==> src/rtl/sync_out_defines.svh <==
// register offsets, field positions and reset values of the sync output
`ifndef SYNC_OUT_DEFINES_SVH
`define SYNC_OUT_DEFINES_SVH

// *****************************************************************
// register byte offsets
// *****************************************************************
`define OFF_DELAY_D2_D1 8'h21
`define OFF_DELAY_D0 8'h22
`define OFF_CLOCK_KILL 8'h27
`define OFF_PAD_DRIVE 8'h28
`define OFF_PAD_CTRL 8'h29
`define OFF_DATA_EN_HI 8'h2A
`define OFF_DATA_EN_LO 8'h2B
`define OFF_DELAY_LS_D11 8'h2C
`define OFF_DELAY_D10_D9 8'h2D
`define OFF_DELAY_D8_D7 8'h2E
`define OFF_DELAY_D6_D5 8'h2F
`define OFF_DELAY_D4_D3 8'h30
`define OFF_START_ROW_H 8'h69
`define OFF_START_ROW_L 8'h6A
`define OFF_STOP_ROW_H 8'h6B
`define OFF_STOP_ROW_L 8'h6C
`define OFF_START_COL_H 8'h6D
`define OFF_START_COL_L 8'h6E
`define OFF_SUPPRESS 8'h86
`define OFF_SYNC_MODE 8'h87
`define OFF_STATUS 8'hF0

// *****************************************************************
// writable bits of each register
// *****************************************************************
`define MASK_DELAY_PAIR 8'h77
`define MASK_DELAY_HI 8'h70
`define MASK_CLOCK_KILL 8'h08
`define MASK_FULL 8'hFF
`define MASK_PAD_CTRL 8'hFE
`define MASK_DATA_EN_LO 8'hF0
`define MASK_HIGH_PART 8'h1F
`define MASK_SUPPRESS 8'h60
`define MASK_SYNC_MODE 8'h70

// *****************************************************************
// reset values
// *****************************************************************
`define RST_ZERO 8'h00
`define RST_START_ROW_L 8'h0D
`define RST_STOP_ROW_H 8'h03
`define RST_STOP_ROW_L 8'hDD
`define RST_START_COL_L 8'h02

// *****************************************************************
// field positions
// *****************************************************************
`define BIT_CLOCK_KILL 3
`define BIT_FS_EN 7
`define LSB_LS_DRIVE 5
`define BIT_LS_EN 4
`define BIT_PCLK_EN 3
`define BIT_PCLK_INV 2
`define BIT_SWAP 1
`define LSB_DATA_DRIVE 6
`define LSB_PCLK_DRIVE 4
`define LSB_PCLK_DELAY 0
`define LSB_DELAY_HI 4
`define LSB_DELAY_LO 0
`define LSB_SUPPRESS 5
`define BIT_FS_INV 6
`define BIT_IN_BLANK 5
`define BIT_LS_INV 4

// *****************************************************************
// frame geometry and pad delay steps
// *****************************************************************
`define FRAME_LAST_COL_DEF 13'h0B99
`define FRAME_LAST_ROW_DEF 13'h03E7
`define LINE_ACTIVE_COLS_DEF 13'h0510
`define LS_DELAY_STEP_PS 800
`define PCLK_DELAY_STEP_PS 400

`endif

==> src/rtl/sync_out_pkg.sv <==
// types shared by the parallel sync output block
package sync_out_pkg;

    typedef struct packed {
        logic [12:0] start_row;
        logic [12:0] stop_row;
        logic [12:0] start_col;
        logic [1:0] suppress;
        logic in_blank;
        logic fs_inv;
        logic ls_inv;
    } sync_cfg_s;

    typedef struct packed {
        logic [1:0] data_strength;
        logic [1:0] pixclk_strength;
        logic [1:0] line_sync_strength;
        logic [3:0] pixclk_delay;
        logic [2:0] line_sync_delay;
        logic [11:0][2:0] data_delay;
    } pad_ctrl_s;

endpackage

==> src/rtl/parallel_sync_output.sv <==
// parallel video sync generator, pad controls and pixel buffer
`timescale 1ns/1ns
`default_nettype none
`include "sync_out_defines.svh"
// Contract
// - frame sync spans start row to stop row, 13-bit split high/low values
// - frame sync begins at programmable start column, default column 2
// - suppress field: 0 none, 1 frame, 2 line, 3 both syncs
// - all-lines bit allows line sync in vertical blanking, else inactive
// - separate invert bits for frame and line sync, cleared at reset
// - output is frame sync, line sync, pixel clock and 12-bit data
// - frame, line and clock pads each have enable, cleared at reset
// - twelve data pad enables, bits 11-4 one byte, 3-0 next upper nibble
// - swap bit reverses the data bit order across the pads
// - 3-bit line sync delay setting, fixed step per count
// - 4-bit pixel clock delay setting, half the line sync step
// - per data pad 3-bit delay fields, two per byte, reset zero
// - 2-bit drive strengths for data, line sync and clock pads
// - kill bit stops the clock at its output pad
// - column counts per pixel clock, row steps on column wrap
// - sync settings take effect at last line of the frame

// *****************************************************************
// pixel buffer
// *****************************************************************
module pixel_fifo #(
    parameter int WIDTH = 12,
    parameter int DEPTH = 8
)
(
    // clock and reset
    input wire logic core_clk,
    input wire logic srst,
    // fill side
    input wire logic in_valid,
    output logic in_ready,
    input wire logic [WIDTH-1:0] in_data,
    // drain side
    output logic out_valid,
    input wire logic out_ready,
    output logic [WIDTH-1:0] out_data
);
    localparam int AW = $clog2(DEPTH);
    // depth must be a power of two: the wrap bit tells full from empty
    logic [WIDTH-1:0] mem [DEPTH];
    logic [AW:0] wr_ptr;
    logic [AW:0] rd_ptr;
    wire same_slot = (wr_ptr[AW-1:0] == rd_ptr[AW-1:0]);
    wire push = in_valid && in_ready;
    wire pop = out_valid && out_ready;

    assign in_ready = !(same_slot && (wr_ptr[AW] != rd_ptr[AW]));
    assign out_valid = (wr_ptr != rd_ptr);
    assign out_data = mem[rd_ptr[AW-1:0]];

    always_ff @(posedge core_clk)
    begin
        if (push)
            mem[wr_ptr[AW-1:0]] <= in_data;
    end

    always_ff @(posedge core_clk)
    begin
        if (srst)
        begin
            wr_ptr <= '0;
            rd_ptr <= '0;
        end
        else
        begin
            if (push)
                wr_ptr <= wr_ptr + (AW+1)'(1);
            if (pop)
                rd_ptr <= rd_ptr + (AW+1)'(1);
        end
    end
endmodule

// *****************************************************************
// sync generator and pad control
// *****************************************************************
module parallel_sync_output #(
    parameter logic [12:0] FRAME_LAST_COL = `FRAME_LAST_COL_DEF,
    parameter logic [12:0] FRAME_LAST_ROW = `FRAME_LAST_ROW_DEF,
    parameter logic [12:0] LINE_ACTIVE_COLS = `LINE_ACTIVE_COLS_DEF,
    parameter int FIFO_DEPTH = 8
)
(
    // clock and reset
    input wire logic core_clk,
    input wire logic srst,
    // register port
    input wire logic [7:0] reg_addr,
    input wire logic [7:0] reg_wdata,
    input wire logic reg_write,
    output logic [7:0] reg_rdata,
    // pixel clock pin from the sensor timing domain
    input wire logic pixclk_in,
    // pixel stream from the image pipe
    input wire logic pix_valid,
    output logic pix_ready,
    input wire logic [11:0] pix_data,
    // video pads
    output logic frame_sync_pin,
    output logic frame_sync_pin_oe,
    output logic line_sync_pin,
    output logic line_sync_pin_oe,
    output logic pixclk_pin,
    output logic pixclk_pin_oe,
    output logic [11:0] data_pin,
    output logic [11:0] data_pin_oe,
    // analog pad settings
    output sync_out_pkg::pad_ctrl_s pad_ctrl
);
    localparam int SLOTS = 20;
    localparam logic [7:0] SLOT_ADDR [SLOTS] = '{
        `OFF_DELAY_D2_D1, `OFF_DELAY_D0, `OFF_CLOCK_KILL, `OFF_PAD_DRIVE,
        `OFF_PAD_CTRL, `OFF_DATA_EN_HI, `OFF_DATA_EN_LO, `OFF_DELAY_LS_D11,
        `OFF_DELAY_D10_D9, `OFF_DELAY_D8_D7, `OFF_DELAY_D6_D5,
        `OFF_DELAY_D4_D3, `OFF_START_ROW_H, `OFF_START_ROW_L,
        `OFF_STOP_ROW_H, `OFF_STOP_ROW_L, `OFF_START_COL_H,
        `OFF_START_COL_L, `OFF_SUPPRESS, `OFF_SYNC_MODE};
    localparam logic [7:0] SLOT_MASK [SLOTS] = '{
        `MASK_DELAY_PAIR, `MASK_DELAY_HI, `MASK_CLOCK_KILL, `MASK_FULL,
        `MASK_PAD_CTRL, `MASK_FULL, `MASK_DATA_EN_LO, `MASK_DELAY_PAIR,
        `MASK_DELAY_PAIR, `MASK_DELAY_PAIR, `MASK_DELAY_PAIR,
        `MASK_DELAY_PAIR, `MASK_HIGH_PART, `MASK_FULL, `MASK_HIGH_PART,
        `MASK_FULL, `MASK_HIGH_PART, `MASK_FULL, `MASK_SUPPRESS,
        `MASK_SYNC_MODE};
    localparam logic [7:0] SLOT_RST [SLOTS] = '{
        `RST_ZERO, `RST_ZERO, `RST_ZERO, `RST_ZERO, `RST_ZERO, `RST_ZERO,
        `RST_ZERO, `RST_ZERO, `RST_ZERO, `RST_ZERO, `RST_ZERO, `RST_ZERO,
        `RST_ZERO, `RST_START_ROW_L, `RST_STOP_ROW_H, `RST_STOP_ROW_L,
        `RST_ZERO, `RST_START_COL_L, `RST_ZERO, `RST_ZERO};

    // *****************************************************************
    // register file
    // *****************************************************************
    logic [7:0] regs [SLOTS];
    logic [7:0] rd_chain [SLOTS+1];
    logic [SLOTS-1:0] slot_hit;

    assign rd_chain[0] = 8'h00;
    for (genvar i = 0; i < SLOTS; i++)
    begin : g_slot
        assign slot_hit[i] = (reg_addr == SLOT_ADDR[i]);
        assign rd_chain[i+1] = rd_chain[i] | (slot_hit[i] ? regs[i] : 8'h00);
        always_ff @(posedge core_clk)
        begin
            if (srst)
                regs[i] <= SLOT_RST[i];
            else if (reg_write && slot_hit[i])
                regs[i] <= reg_wdata & SLOT_MASK[i];
        end
    end

    wire [7:0] pad_bits = regs[4];
    wire [7:0] mode_bits = regs[19];
    wire clock_kill = regs[2][`BIT_CLOCK_KILL];
    wire pclk_invert = pad_bits[`BIT_PCLK_INV];
    wire swap = pad_bits[`BIT_SWAP];

    // values as software sees them, waiting for the last line of the frame
    sync_out_pkg::sync_cfg_s next_work;
    sync_out_pkg::sync_cfg_s work;
    assign next_work.start_row = {regs[12][4:0], regs[13]};
    assign next_work.stop_row = {regs[14][4:0], regs[15]};
    assign next_work.start_col = {regs[16][4:0], regs[17]};
    assign next_work.suppress = regs[18][`LSB_SUPPRESS +: 2];
    assign next_work.in_blank = mode_bits[`BIT_IN_BLANK];
    assign next_work.fs_inv = mode_bits[`BIT_FS_INV];
    assign next_work.ls_inv = mode_bits[`BIT_LS_INV];

    // *****************************************************************
    // pad settings
    // *****************************************************************
    assign pad_ctrl.data_strength = regs[3][`LSB_DATA_DRIVE +: 2];
    assign pad_ctrl.pixclk_strength = regs[3][`LSB_PCLK_DRIVE +: 2];
    assign pad_ctrl.line_sync_strength = pad_bits[`LSB_LS_DRIVE +: 2];
    assign pad_ctrl.pixclk_delay = regs[3][`LSB_PCLK_DELAY +: 4];
    assign pad_ctrl.line_sync_delay = regs[7][`LSB_DELAY_HI +: 3];
    assign pad_ctrl.data_delay[11] = regs[7][`LSB_DELAY_LO +: 3];
    assign pad_ctrl.data_delay[10] = regs[8][`LSB_DELAY_HI +: 3];
    assign pad_ctrl.data_delay[9] = regs[8][`LSB_DELAY_LO +: 3];
    assign pad_ctrl.data_delay[8] = regs[9][`LSB_DELAY_HI +: 3];
    assign pad_ctrl.data_delay[7] = regs[9][`LSB_DELAY_LO +: 3];
    assign pad_ctrl.data_delay[6] = regs[10][`LSB_DELAY_HI +: 3];
    assign pad_ctrl.data_delay[5] = regs[10][`LSB_DELAY_LO +: 3];
    assign pad_ctrl.data_delay[4] = regs[11][`LSB_DELAY_HI +: 3];
    assign pad_ctrl.data_delay[3] = regs[11][`LSB_DELAY_LO +: 3];
    assign pad_ctrl.data_delay[2] = regs[0][`LSB_DELAY_HI +: 3];
    assign pad_ctrl.data_delay[1] = regs[0][`LSB_DELAY_LO +: 3];
    assign pad_ctrl.data_delay[0] = regs[1][`LSB_DELAY_HI +: 3];

    // pads are released, never driven, until software enables them
    assign frame_sync_pin_oe = pad_bits[`BIT_FS_EN];
    assign line_sync_pin_oe = pad_bits[`BIT_LS_EN];
    assign pixclk_pin_oe = pad_bits[`BIT_PCLK_EN];
    assign data_pin_oe = {regs[5], regs[6][7:4]};

    // *****************************************************************
    // pixel clock sampling
    // *****************************************************************
    logic pclk_meta;
    logic pclk_sync;
    logic pclk_prev;
    wire pclk_rise = pclk_sync && !pclk_prev;

    always_ff @(posedge core_clk)
    begin
        if (srst)
        begin
            pclk_meta <= 1'b0;
            pclk_sync <= 1'b0;
            pclk_prev <= 1'b0;
        end
        else
        begin
            pclk_meta <= pixclk_in;
            pclk_sync <= pclk_meta;
            pclk_prev <= pclk_sync;
        end
    end

    // *****************************************************************
    // frame counters
    // *****************************************************************
    logic [12:0] col;
    logic [12:0] row;
    wire col_wrap = (col == FRAME_LAST_COL);
    wire row_wrap = (row == FRAME_LAST_ROW);
    wire cfg_load = pclk_rise && row_wrap && (col == 13'h0000);

    always_ff @(posedge core_clk)
    begin
        if (srst)
        begin
            col <= 13'h0000;
            row <= 13'h0000;
        end
        else if (pclk_rise)
        begin
            col <= col_wrap ? 13'h0000 : col + 13'h0001;
            if (col_wrap)
                row <= row_wrap ? 13'h0000 : row + 13'h0001;
        end
    end

    always_ff @(posedge core_clk)
    begin
        if (srst)
            work <= {5'h00, `RST_START_ROW_L, 5'(`RST_STOP_ROW_H),
                     `RST_STOP_ROW_L, 5'h00, `RST_START_COL_L, 5'h00};
        else if (cfg_load)
            work <= next_work;
    end

    // *****************************************************************
    // sync shaping
    // *****************************************************************
    wire [25:0] pos = {row, col};
    wire [25:0] fs_begin = {work.start_row, work.start_col};
    wire fs_raw = (pos >= fs_begin) && (row <= work.stop_row);
    wire vblank = (row < work.start_row) || (row > work.stop_row);
    wire [12:0] line_stop = work.start_col + LINE_ACTIVE_COLS;
    wire ls_raw = (col >= work.start_col) && (col < line_stop);
    wire active_pix = ls_raw && !vblank;
    wire ls_gated = ls_raw && (!vblank || work.in_blank);
    // suppression first, so a dropped sync still rests at its idle level
    wire fs_kept = fs_raw && !work.suppress[0];
    wire ls_kept = ls_gated && !work.suppress[1];
    wire next_fs = fs_kept ^ work.fs_inv;
    wire next_ls = ls_kept ^ work.ls_inv;

    // *****************************************************************
    // pixel path
    // *****************************************************************
    logic fifo_valid;
    logic [11:0] fifo_data;
    logic [11:0] data_rev;
    wire fifo_take = pclk_rise && active_pix;

    for (genvar b = 0; b < 12; b++)
    begin : g_rev
        assign data_rev[b] = fifo_data[11-b];
    end

    pixel_fifo #(
        .WIDTH(12),
        .DEPTH(FIFO_DEPTH)
    ) u_fifo (
        .core_clk(core_clk),
        .srst(srst),
        .in_valid(pix_valid),
        .in_ready(pix_ready),
        .in_data(pix_data),
        .out_valid(fifo_valid),
        .out_ready(fifo_take),
        .out_data(fifo_data)
    );

    wire [11:0] next_data = swap ? data_rev : fifo_data;
    wire [7:0] status = {4'h0, !pix_ready, !fifo_valid, fs_kept, ls_kept};
    wire status_hit = (reg_addr == `OFF_STATUS);

    always_ff @(posedge core_clk)
    begin
        if (srst)
        begin
            frame_sync_pin <= 1'b0;
            line_sync_pin <= 1'b0;
            data_pin <= 12'h000;
        end
        else if (pclk_rise)
        begin
            frame_sync_pin <= next_fs;
            line_sync_pin <= next_ls;
            data_pin <= (active_pix && fifo_valid) ? next_data : 12'h000;
        end
    end

    always_ff @(posedge core_clk)
    begin
        if (srst)
        begin
            pixclk_pin <= 1'b0;
            reg_rdata <= 8'h00;
        end
        else
        begin
            pixclk_pin <= !clock_kill && (pclk_sync ^ pclk_invert);
            reg_rdata <= status_hit ? status : rd_chain[SLOTS];
        end
    end
endmodule
`default_nettype wire

==> config.mk <==
export PLATFORM = sky130hd
export DESIGN_NAME = parallel_sync_output
export DESIGN_NICKNAME = d
export VERILOG_FILES = /design/src/rtl/sync_out_pkg.sv /design/src/rtl/parallel_sync_output.sv
export VERILOG_INCLUDE_DIRS = /design/src /design/src/rtl
export SDC_FILE = /design/constraint.sdc
export NUM_CORES = 1
export LEC_CHECK = 0
export ABC_AREA = 1
export ABC_CLOCK_PERIOD_IN_PS = 3630
export BUFFER_PORTS_ARGS = -buffer_cell sky130_fd_sc_hd__buf_2
export CAP_MARGIN = 10
export CORE_MARGIN = 2
export CORE_UTILIZATION = 42
export DETAILED_ROUTE_END_ITERATION = 10
export PLACE_DENSITY = 0.63
export SLEW_MARGIN = 10
export SYNTH_ARGS = -nofsm -noshare
export SYNTH_HDL_FRONTEND = slang
export SYNTH_SLANG_ARGS = --single-unit
==> constraint.sdc <==
create_clock -name core_clk -period 3.63 [get_ports core_clk]
set_clock_uncertainty 0.15 [all_clocks]
set_input_delay 0.363 -clock core_clk [delete_from_list [all_inputs] [get_ports core_clk]]
set_output_delay 0.363 -clock core_clk [all_outputs]
set_load 0.03 [all_outputs]
==> results_dict.tcl, run 1 <==
set metrics [dict create \
    status "complete, no violations" \
    grt_pass1_wl_mm 64.4 \
    synth_top_flop_cell "edfxtp_1" \
    wl_per_cell_um 18.4 \
    cts_hold_buf 13 \
    synth_area_um2 14800 \
    cp.required_ns 3.87 \
    antenna_found_initial 0 \
    dieHeight_um 192 \
    placement_rows 68 \
    synthArstFlopShare 0 \
    yosysSeqAreaShare 0.566 \
    n_fill_cell 3280 \
    path_class "reg -> reg" \
    ys.warnings.count 0 \
    dp_hpwl_mm 29.7 \
    cts-htree-levels 2 \
    synth_area_leaders "edfxtp_1, dfxtp_1, nand2_1" \
    maxSlewViolCount 0 \
    synth_edf_count 207 \
    clockPowerShare 0.445 \
    synthToLayoutAreaGrowth_pct 16.2 \
    crit_path_top_delay_cell "nor3_4" \
    finalSetupTns_ns 0 \
    p_comb_frac 0.054 \
    leakage_nw 7.40 \
    route.antenna.remaining_nets 0 \
    drt_wl_total_mm 41.8 \
    synthCells 1647 \
    synth_nets 1736 \
    synth.ff_latch_count 314 \
    first_pass_iters 5 \
    globalRouteTotalUtil 0.229 \
    grt_pass1_vias 11400 \
    place_congestion 0.934 \
    irDropWorstVdd_v 0.000332 \
    dr.first_iter.drc_count 1161 \
    hp-class "in -> reg" \
    clock_latency_ns 0.52 \
    tightest_slew_ns 0.901 \
    vias_per_cell 5.29 \
    cp-start-kind "flop" \
    nNetsFinal 1874 \
    switching_share 0.227 \
    critPathMaxStageDelay_ns 0.57 \
    cts_sinks 314 \
    grt_max_degree 49 \
    worstPathArrival_ns 3.42 \
    synth_top_area_share 0.421 \
    switchingPower_mw 1.80 \
    yosysTopAreaCell "edfxtp_1" \
    post_cts_buffers 0 \
    rsz0062_at_grt "no" \
    synth_most_common_cell "nand2_1" \
    ys_types 47 \
    cts.repair.resized 0 \
    synthTopCellsByCount "nand2_1, nor2_1, edfxtp_1" \
    max_freq_ghz 0.314 \
    cts_max_path_buffers 3 \
    end_kind "flop" \
    tritoncts "done" \
    sequentialPowerShare 0.501 \
    hold_violations 0 \
    finalCriticalPeriod_ns 3.18 \
    setup_viol 0 \
    clkTransAtPathRegs_ns 0.06 \
    cp_max_fo 19 \
    drc 0 \
    io_pins 121 \
    powerDensity_nw_per_um2 461 \
    worst_slack_ns 0.450 \
    crit_chain "ha_1 -> nand3_1 -> nand2_1 -> nand2_1 -> a21oi_1 -> xor2_1 -> ha_1 -> a21o_1 -> a21oi_1 -> nand2_1 -> nor2_2 -> nand2_2 -> nor3_4 -> inv_1 -> nor2_1 -> nor2_1" \
    die_w_um 192 \
    syn_avg_cell_area_um2 8.97 \
    n_antenna_cell 0 \
    grt_overflow_total 0 \
    cts-root-buf "clkbuf_16" \
    portBuffers 120 \
    drive_gt1_frac 0.112 \
    vias 12000 \
    slew_headroom 0.393 \
    path_common_cell "nand2_1" \
    dieArea_um2 36700 \
    start_util 0.427 \
    place_ws_ns 0.432 \
    core-area_um2 34500 \
    maxCapViolations 0 \
    p_int_mw 6.11 \
    period_share 0.876 \
    cts_buffers 35 \
]
-- placed cells by master (no fill, tap or decap), types with 5 or more instances in the layout --
cell and count:
dlygate4sd3_1 13, buf_2 120, o21a_1 5, nand2_1 365
clkbuf_16 36, a211oi_1 15, clkinv_1 8, buf_4 23
nand3_1 90, a21oi_1 110, o22ai_1 12, inv_1 200
a32oi_1 10, xor2_1 14, o211ai_1 12, nor2_1 227
o21ai_0 67, nor3_1 17, nand4_1 28, ha_1 56
edfxtp_1 207, dfxtp_1 107, clkbuf_1 10
-- cell type report --
cell class | count | area (um^2) | share of cell area
multi-input combinational | 1072 | 5400 | 0.315
clock buffer | 49 | 980 | 0.0571
sequential | 314 | 8360 | 0.487
tap | 455 | 569 | 0.0332
timing repair buffer | 157 | 923 | 0.0538
inverter | 205 | 769 | 0.0449
clock inverter | 14 | 153 | 0.00890
-- per-stage QoR --
step / power [mW] / cells / instance area (um^2) / utilization / hold slack, ns
after floorplan: 4.26 / 1647 / 14800 / - / 0.238
after global placement: 4.44 / 2190 / 15900 / 0.460 / 0.258
after detailed placement: 4.45 / 2190 / 15900 / 0.460 / 0.248
after CTS: 7.93 / 2266 / 17200 / 0.497 / 0.0785
after global routing: 8.11 / 2266 / 17200 / 0.497 / 0.103
final: 7.90 / 2266 / 17200 / 0.497 / 0.0876
-- power groups by stage --
stage / clock network, mW / logic [mW] / registers [mW]
after floorplan: 0 / 0.163 / 4.10
after global placement: 0 / 0.408 / 4.03
after detailed placement: 0 / 0.410 / 4.04
after CTS: 3.55 / 0.423 / 3.96
after global routing: 3.68 / 0.458 / 3.97
final: 3.52 / 0.424 / 3.96
-- state kept, by name, indices dropped and copies added, names as in the netlist, named ones only --
name and cells:
col 13, data_pin 12, frame_sync_pin 1, fs_begin 26, line_sync_pin 1, pclk_meta 1
pclk_prev 1, pclk_sync 1, pixclk_pin 1, reg_rdata 8, regs 111, row 13
u_fifo.mem 96, u_fifo.rd_ptr 4, u_fifo.wr_ptr 4, work 18
-- critical path, delay by kind of cell, from the launching register on --
family / cells / cell delay, ns
DFF: 1 / 0.37
xor gates and xnor gates: 1 / 0.18
buffers and inverters: 1 / 0.13
AOI/OAI and AO/OA: 3 / 0.46
adders and majority gates: 2 / 0.47
and+or+nand+nor: 9 / 1.32
-- kinds of logic (layout without fill, tap and decap cells) --
group,Yosys count,count (layout),synth area share
and+or+nand+nor,744,744,0.208
DFF,314,314,0.566
buffers and inverters,261,425,0.0680
AOI/OAI and AO/OA,254,254,0.0999
adders and majority gates,56,56,0.0474
xor gates and xnor gates,18,18,0.0107
-- path summary, 6_finish.rpt --
kind           startpoint                to  slack (ns)  cells after the start
max           fs_begin[4]  u_fifo.rd_ptr[1]        0.45                     16
min          reg_wdata[3]       regs[13][3]        0.09                      3
max reg2reg   fs_begin[4]  u_fifo.rd_ptr[1]        0.45                     16
min reg2reg     pclk_meta         pclk_sync        0.27                      2
-- metal layers --
| layer | wire (um) | global-route usage | up-vias |
|---|---|---|---|
| li1 | - | - | 5805 |
| met1 | 19400 | 0.333 | 5660 |
| met2 | 18200 | 0.349 | 454 |
| met3 | 3170 | 0.0375 | 68 |
| met4 | 1080 | 0.0710 | 0 |
| met5 | 0 | 0 | - |
No activity file was read; power rests on OpenSTA's default activity.
==> run 2: changes to the inputs <==
- ABC_AREA: 1 -> default
- REMOVE_ABC_BUFFERS: default -> 1
==> run 2 against run 1 <==
  * Register-to-register slack lost 0.13 ns
  * Via count fell by 15%
  * Area after synthesis down 2.7%
  * First-iteration DRC count decreased by 23%
  * Core utilization up 0.36 points
  * Count of clock-buffer cells in the layout decreased by 1
  * Die area shrank 2.6%
  * Final cell count shrank 20%
  * Total power is 0.68% lower
  * Critical path type unchanged
  * Largest cell class unchanged
  * Highest routed layer unchanged
==> results_dict.tcl, run 2 <==
set metrics [dict create \
    first_pass_iters 6 \
    maxSlewViolCount 0 \
    placement_rows 67 \
    dieArea_um2 35700 \
    synthTopCellsByCount "edfxtp_1, dfxtp_1, nand2_1" \
    timing.hold.ws_ns 0.134 \
    dp_hpwl_mm 27.1 \
    yosysSeqAreaShare 0.582 \
    core-area_um2 33600 \
    cts_max_path_buffers 3 \
    met1Wirelength_mm 17.1 \
    drc 0 \
    finalCriticalPeriod_ns 3.31 \
    io_pins 121 \
    synth_top_area_share 0.433 \
    top_layer_used "met4" \
    synth_area_um2 14400 \
    finalSetupTns_ns 0 \
    hp-class "in -> reg" \
    portBuffers 120 \
    worstPathArrival_ns 3.55 \
    wl_per_cell_um 21.2 \
    maxCapViolations 0 \
    synthCells 1207 \
    tightest_slew_ns 1.13 \
    route.antenna.remaining_nets 0 \
    tritoncts "done" \
    worst_slack_ns 0.320 \
    max_freq_ghz 0.302 \
    powerDensity_nw_per_um2 467 \
    grt_overflow_total 0 \
    syn_avg_cell_area_um2 11.9 \
    vias_per_cell 5.64 \
    path_class "reg -> reg" \
    cp-start-kind "flop" \
    irDropWorstVdd_v 0.000287 \
    drt_wl_total_mm 38.6 \
    synth.ff_latch_count 314 \
    grt_pass1_wl_mm 58.7 \
    cts.repair.resized 0 \
    grt_pass1_vias 9985 \
    synth_area_leaders "edfxtp_1, dfxtp_1, mux4_2" \
    n_antenna_cell 0 \
    cts-htree-levels 2 \
    synthToLayoutAreaGrowth_pct 17.0 \
    synth_top_flop_cell "edfxtp_1" \
    antenna_found_initial 0 \
    ys_types 59 \
    largest-register "regs" \
    nNetsFinal 1432 \
    dr_wl_met3_mm 2.75 \
    end_kind "flop" \
    period_share 0.912 \
    post_cts_buffers 0 \
    die_w_um 189 \
    mostFrequentLayoutCells "edfxtp_1, buf_2, dfxtp_1" \
    cts_buffers 35 \
    wl_met2_mm 17.6 \
    rsz0062_at_grt "no" \
    p_int_mw 6.08 \
    clkTransAtPathRegs_ns 0.06 \
    cts_sinks 314 \
    clockPowerShare 0.440 \
    slew_headroom 0.245 \
    status "complete, no violations" \
    hold_violations 0 \
    p_comb_frac 0.052 \
    dieHeight_um 189 \
    dr.first_iter.drc_count 898 \
    start_util 0.427 \
    place_congestion 0.900 \
    vias 10200 \
    drive_gt1_frac 0.201 \
    switching_share 0.225 \
    mostFrequentLayoutCell "edfxtp_1" \
    leakage_nw 6.40 \
    switchingPower_mw 1.77 \
    synth_most_common_cell "edfxtp_1" \
    yosysTopAreaCell "edfxtp_1" \
    globalRouteTotalUtil 0.214 \
    setup_viol 0 \
    place_ws_ns 0.349 \
    cts-root-buf "clkbuf_16" \
    synthArstFlopShare 0 \
    ys.warnings.count 0 \
    largest_reg_flops 111 \
    grt_max_degree 67 \
    synth_edf_count 207 \
    sequentialPowerShare 0.508 \
    cp.required_ns 3.87 \
    clock_latency_ns 0.52 \
    cp_max_fo 6 \
]
-- run 2: power groups by stage --
stage / logic (mW) / registers, mW / clock network, mW
finish: 0.410 / 3.98 / 3.45
detailed placement: 0.397 / 4.06 / 0
global placement: 0.392 / 4.06 / 0
CTS: 0.410 / 3.98 / 3.51
global route: 0.433 / 3.99 / 3.67
floorplan: 0.128 / 4.11 / 0
-- run 2: cell type report --
| type | count | area [um^2] |
|---|---|---|
| clock buffers | 48 | 986 |
| inverters | 50 | 188 |
| fillers | 2996 | 16800 |
| flip-flops and latches | 314 | 8360 |
| well taps | 448 | 561 |
| clock inverters | 16 | 143 |
| repair buffers | 171 | 1020 |
| multi-input cells | 771 | 5560 |
-- run 2: metrics by stage --
step / cell area (um^2) / utilization / power [mW] / instances
after floorplan: 14100 / - / 4.24 / 1135
after global placement: 15600 / 0.463 / 4.45 / 1741
after detailed placement: 15600 / 0.463 / 4.45 / 1741
after CTS: 16800 / 0.500 / 7.90 / 1818
after global routing: 16800 / 0.500 / 8.09 / 1818
final: 16800 / 0.500 / 7.85 / 1818
-- run 2: layer usage --
metal / up-vias / global-route usage
li1: 4792 / -
met1: 4952 / 0.304
met2: 435 / 0.335
met3: 69 / 0.0352
met4: 0 / 0.0715
met5: - / 0
-- run 2: logic make-up (layout without fill, tap and decap cells) --
group                    count (synthesis)  count (layout)  share of synthesized area
AND/OR/NAND/NOR                        430             430                      0.156
flip-flops                             314             314                      0.582
AO/OA/AOI/OAI                          211             211                     0.0998
buffers and inverters                  122             285                     0.0333
adder cells (fa/ha/maj)                 56              56                     0.0488
multiplexers                            41              41                     0.0603
XOR/XNOR                                33              33                     0.0201
-- run 2: critical path: stages, from the launching register on --
cell	delay, ns
dfxtp_1	0.42
ha_1	0.21
and3_1	0.20
nor2_1	0.05
nor2_1	0.14
o21ai_0	0.12
xnor2_1	0.19
ha_1	0.29
o2111ai_1	0.15
a211oi_1	0.09
nor3_1	0.27
nand3_1	0.24
or2_2	0.38
mux2_2	0.29
-- run 2: final timing paths --
path | start | end | slack [ns] | cells past startpoint
worst max register to register | fs_begin[4] | flop | 0.32 | 13
worst min-delay path | reg_wdata[7] | regs[15][7] | 0.13 | 2
worst max-delay path | fs_begin[4] | flop | 0.32 | 13
worst min register to register | fs_begin[12] | fs_begin[12] | 0.30 | 2
-- run 2: timing repair --
action	in CTS	in global routing
endpoints found under the hold margin	97	0
hold buffers	13	0
setup endpoints to repair	0	0
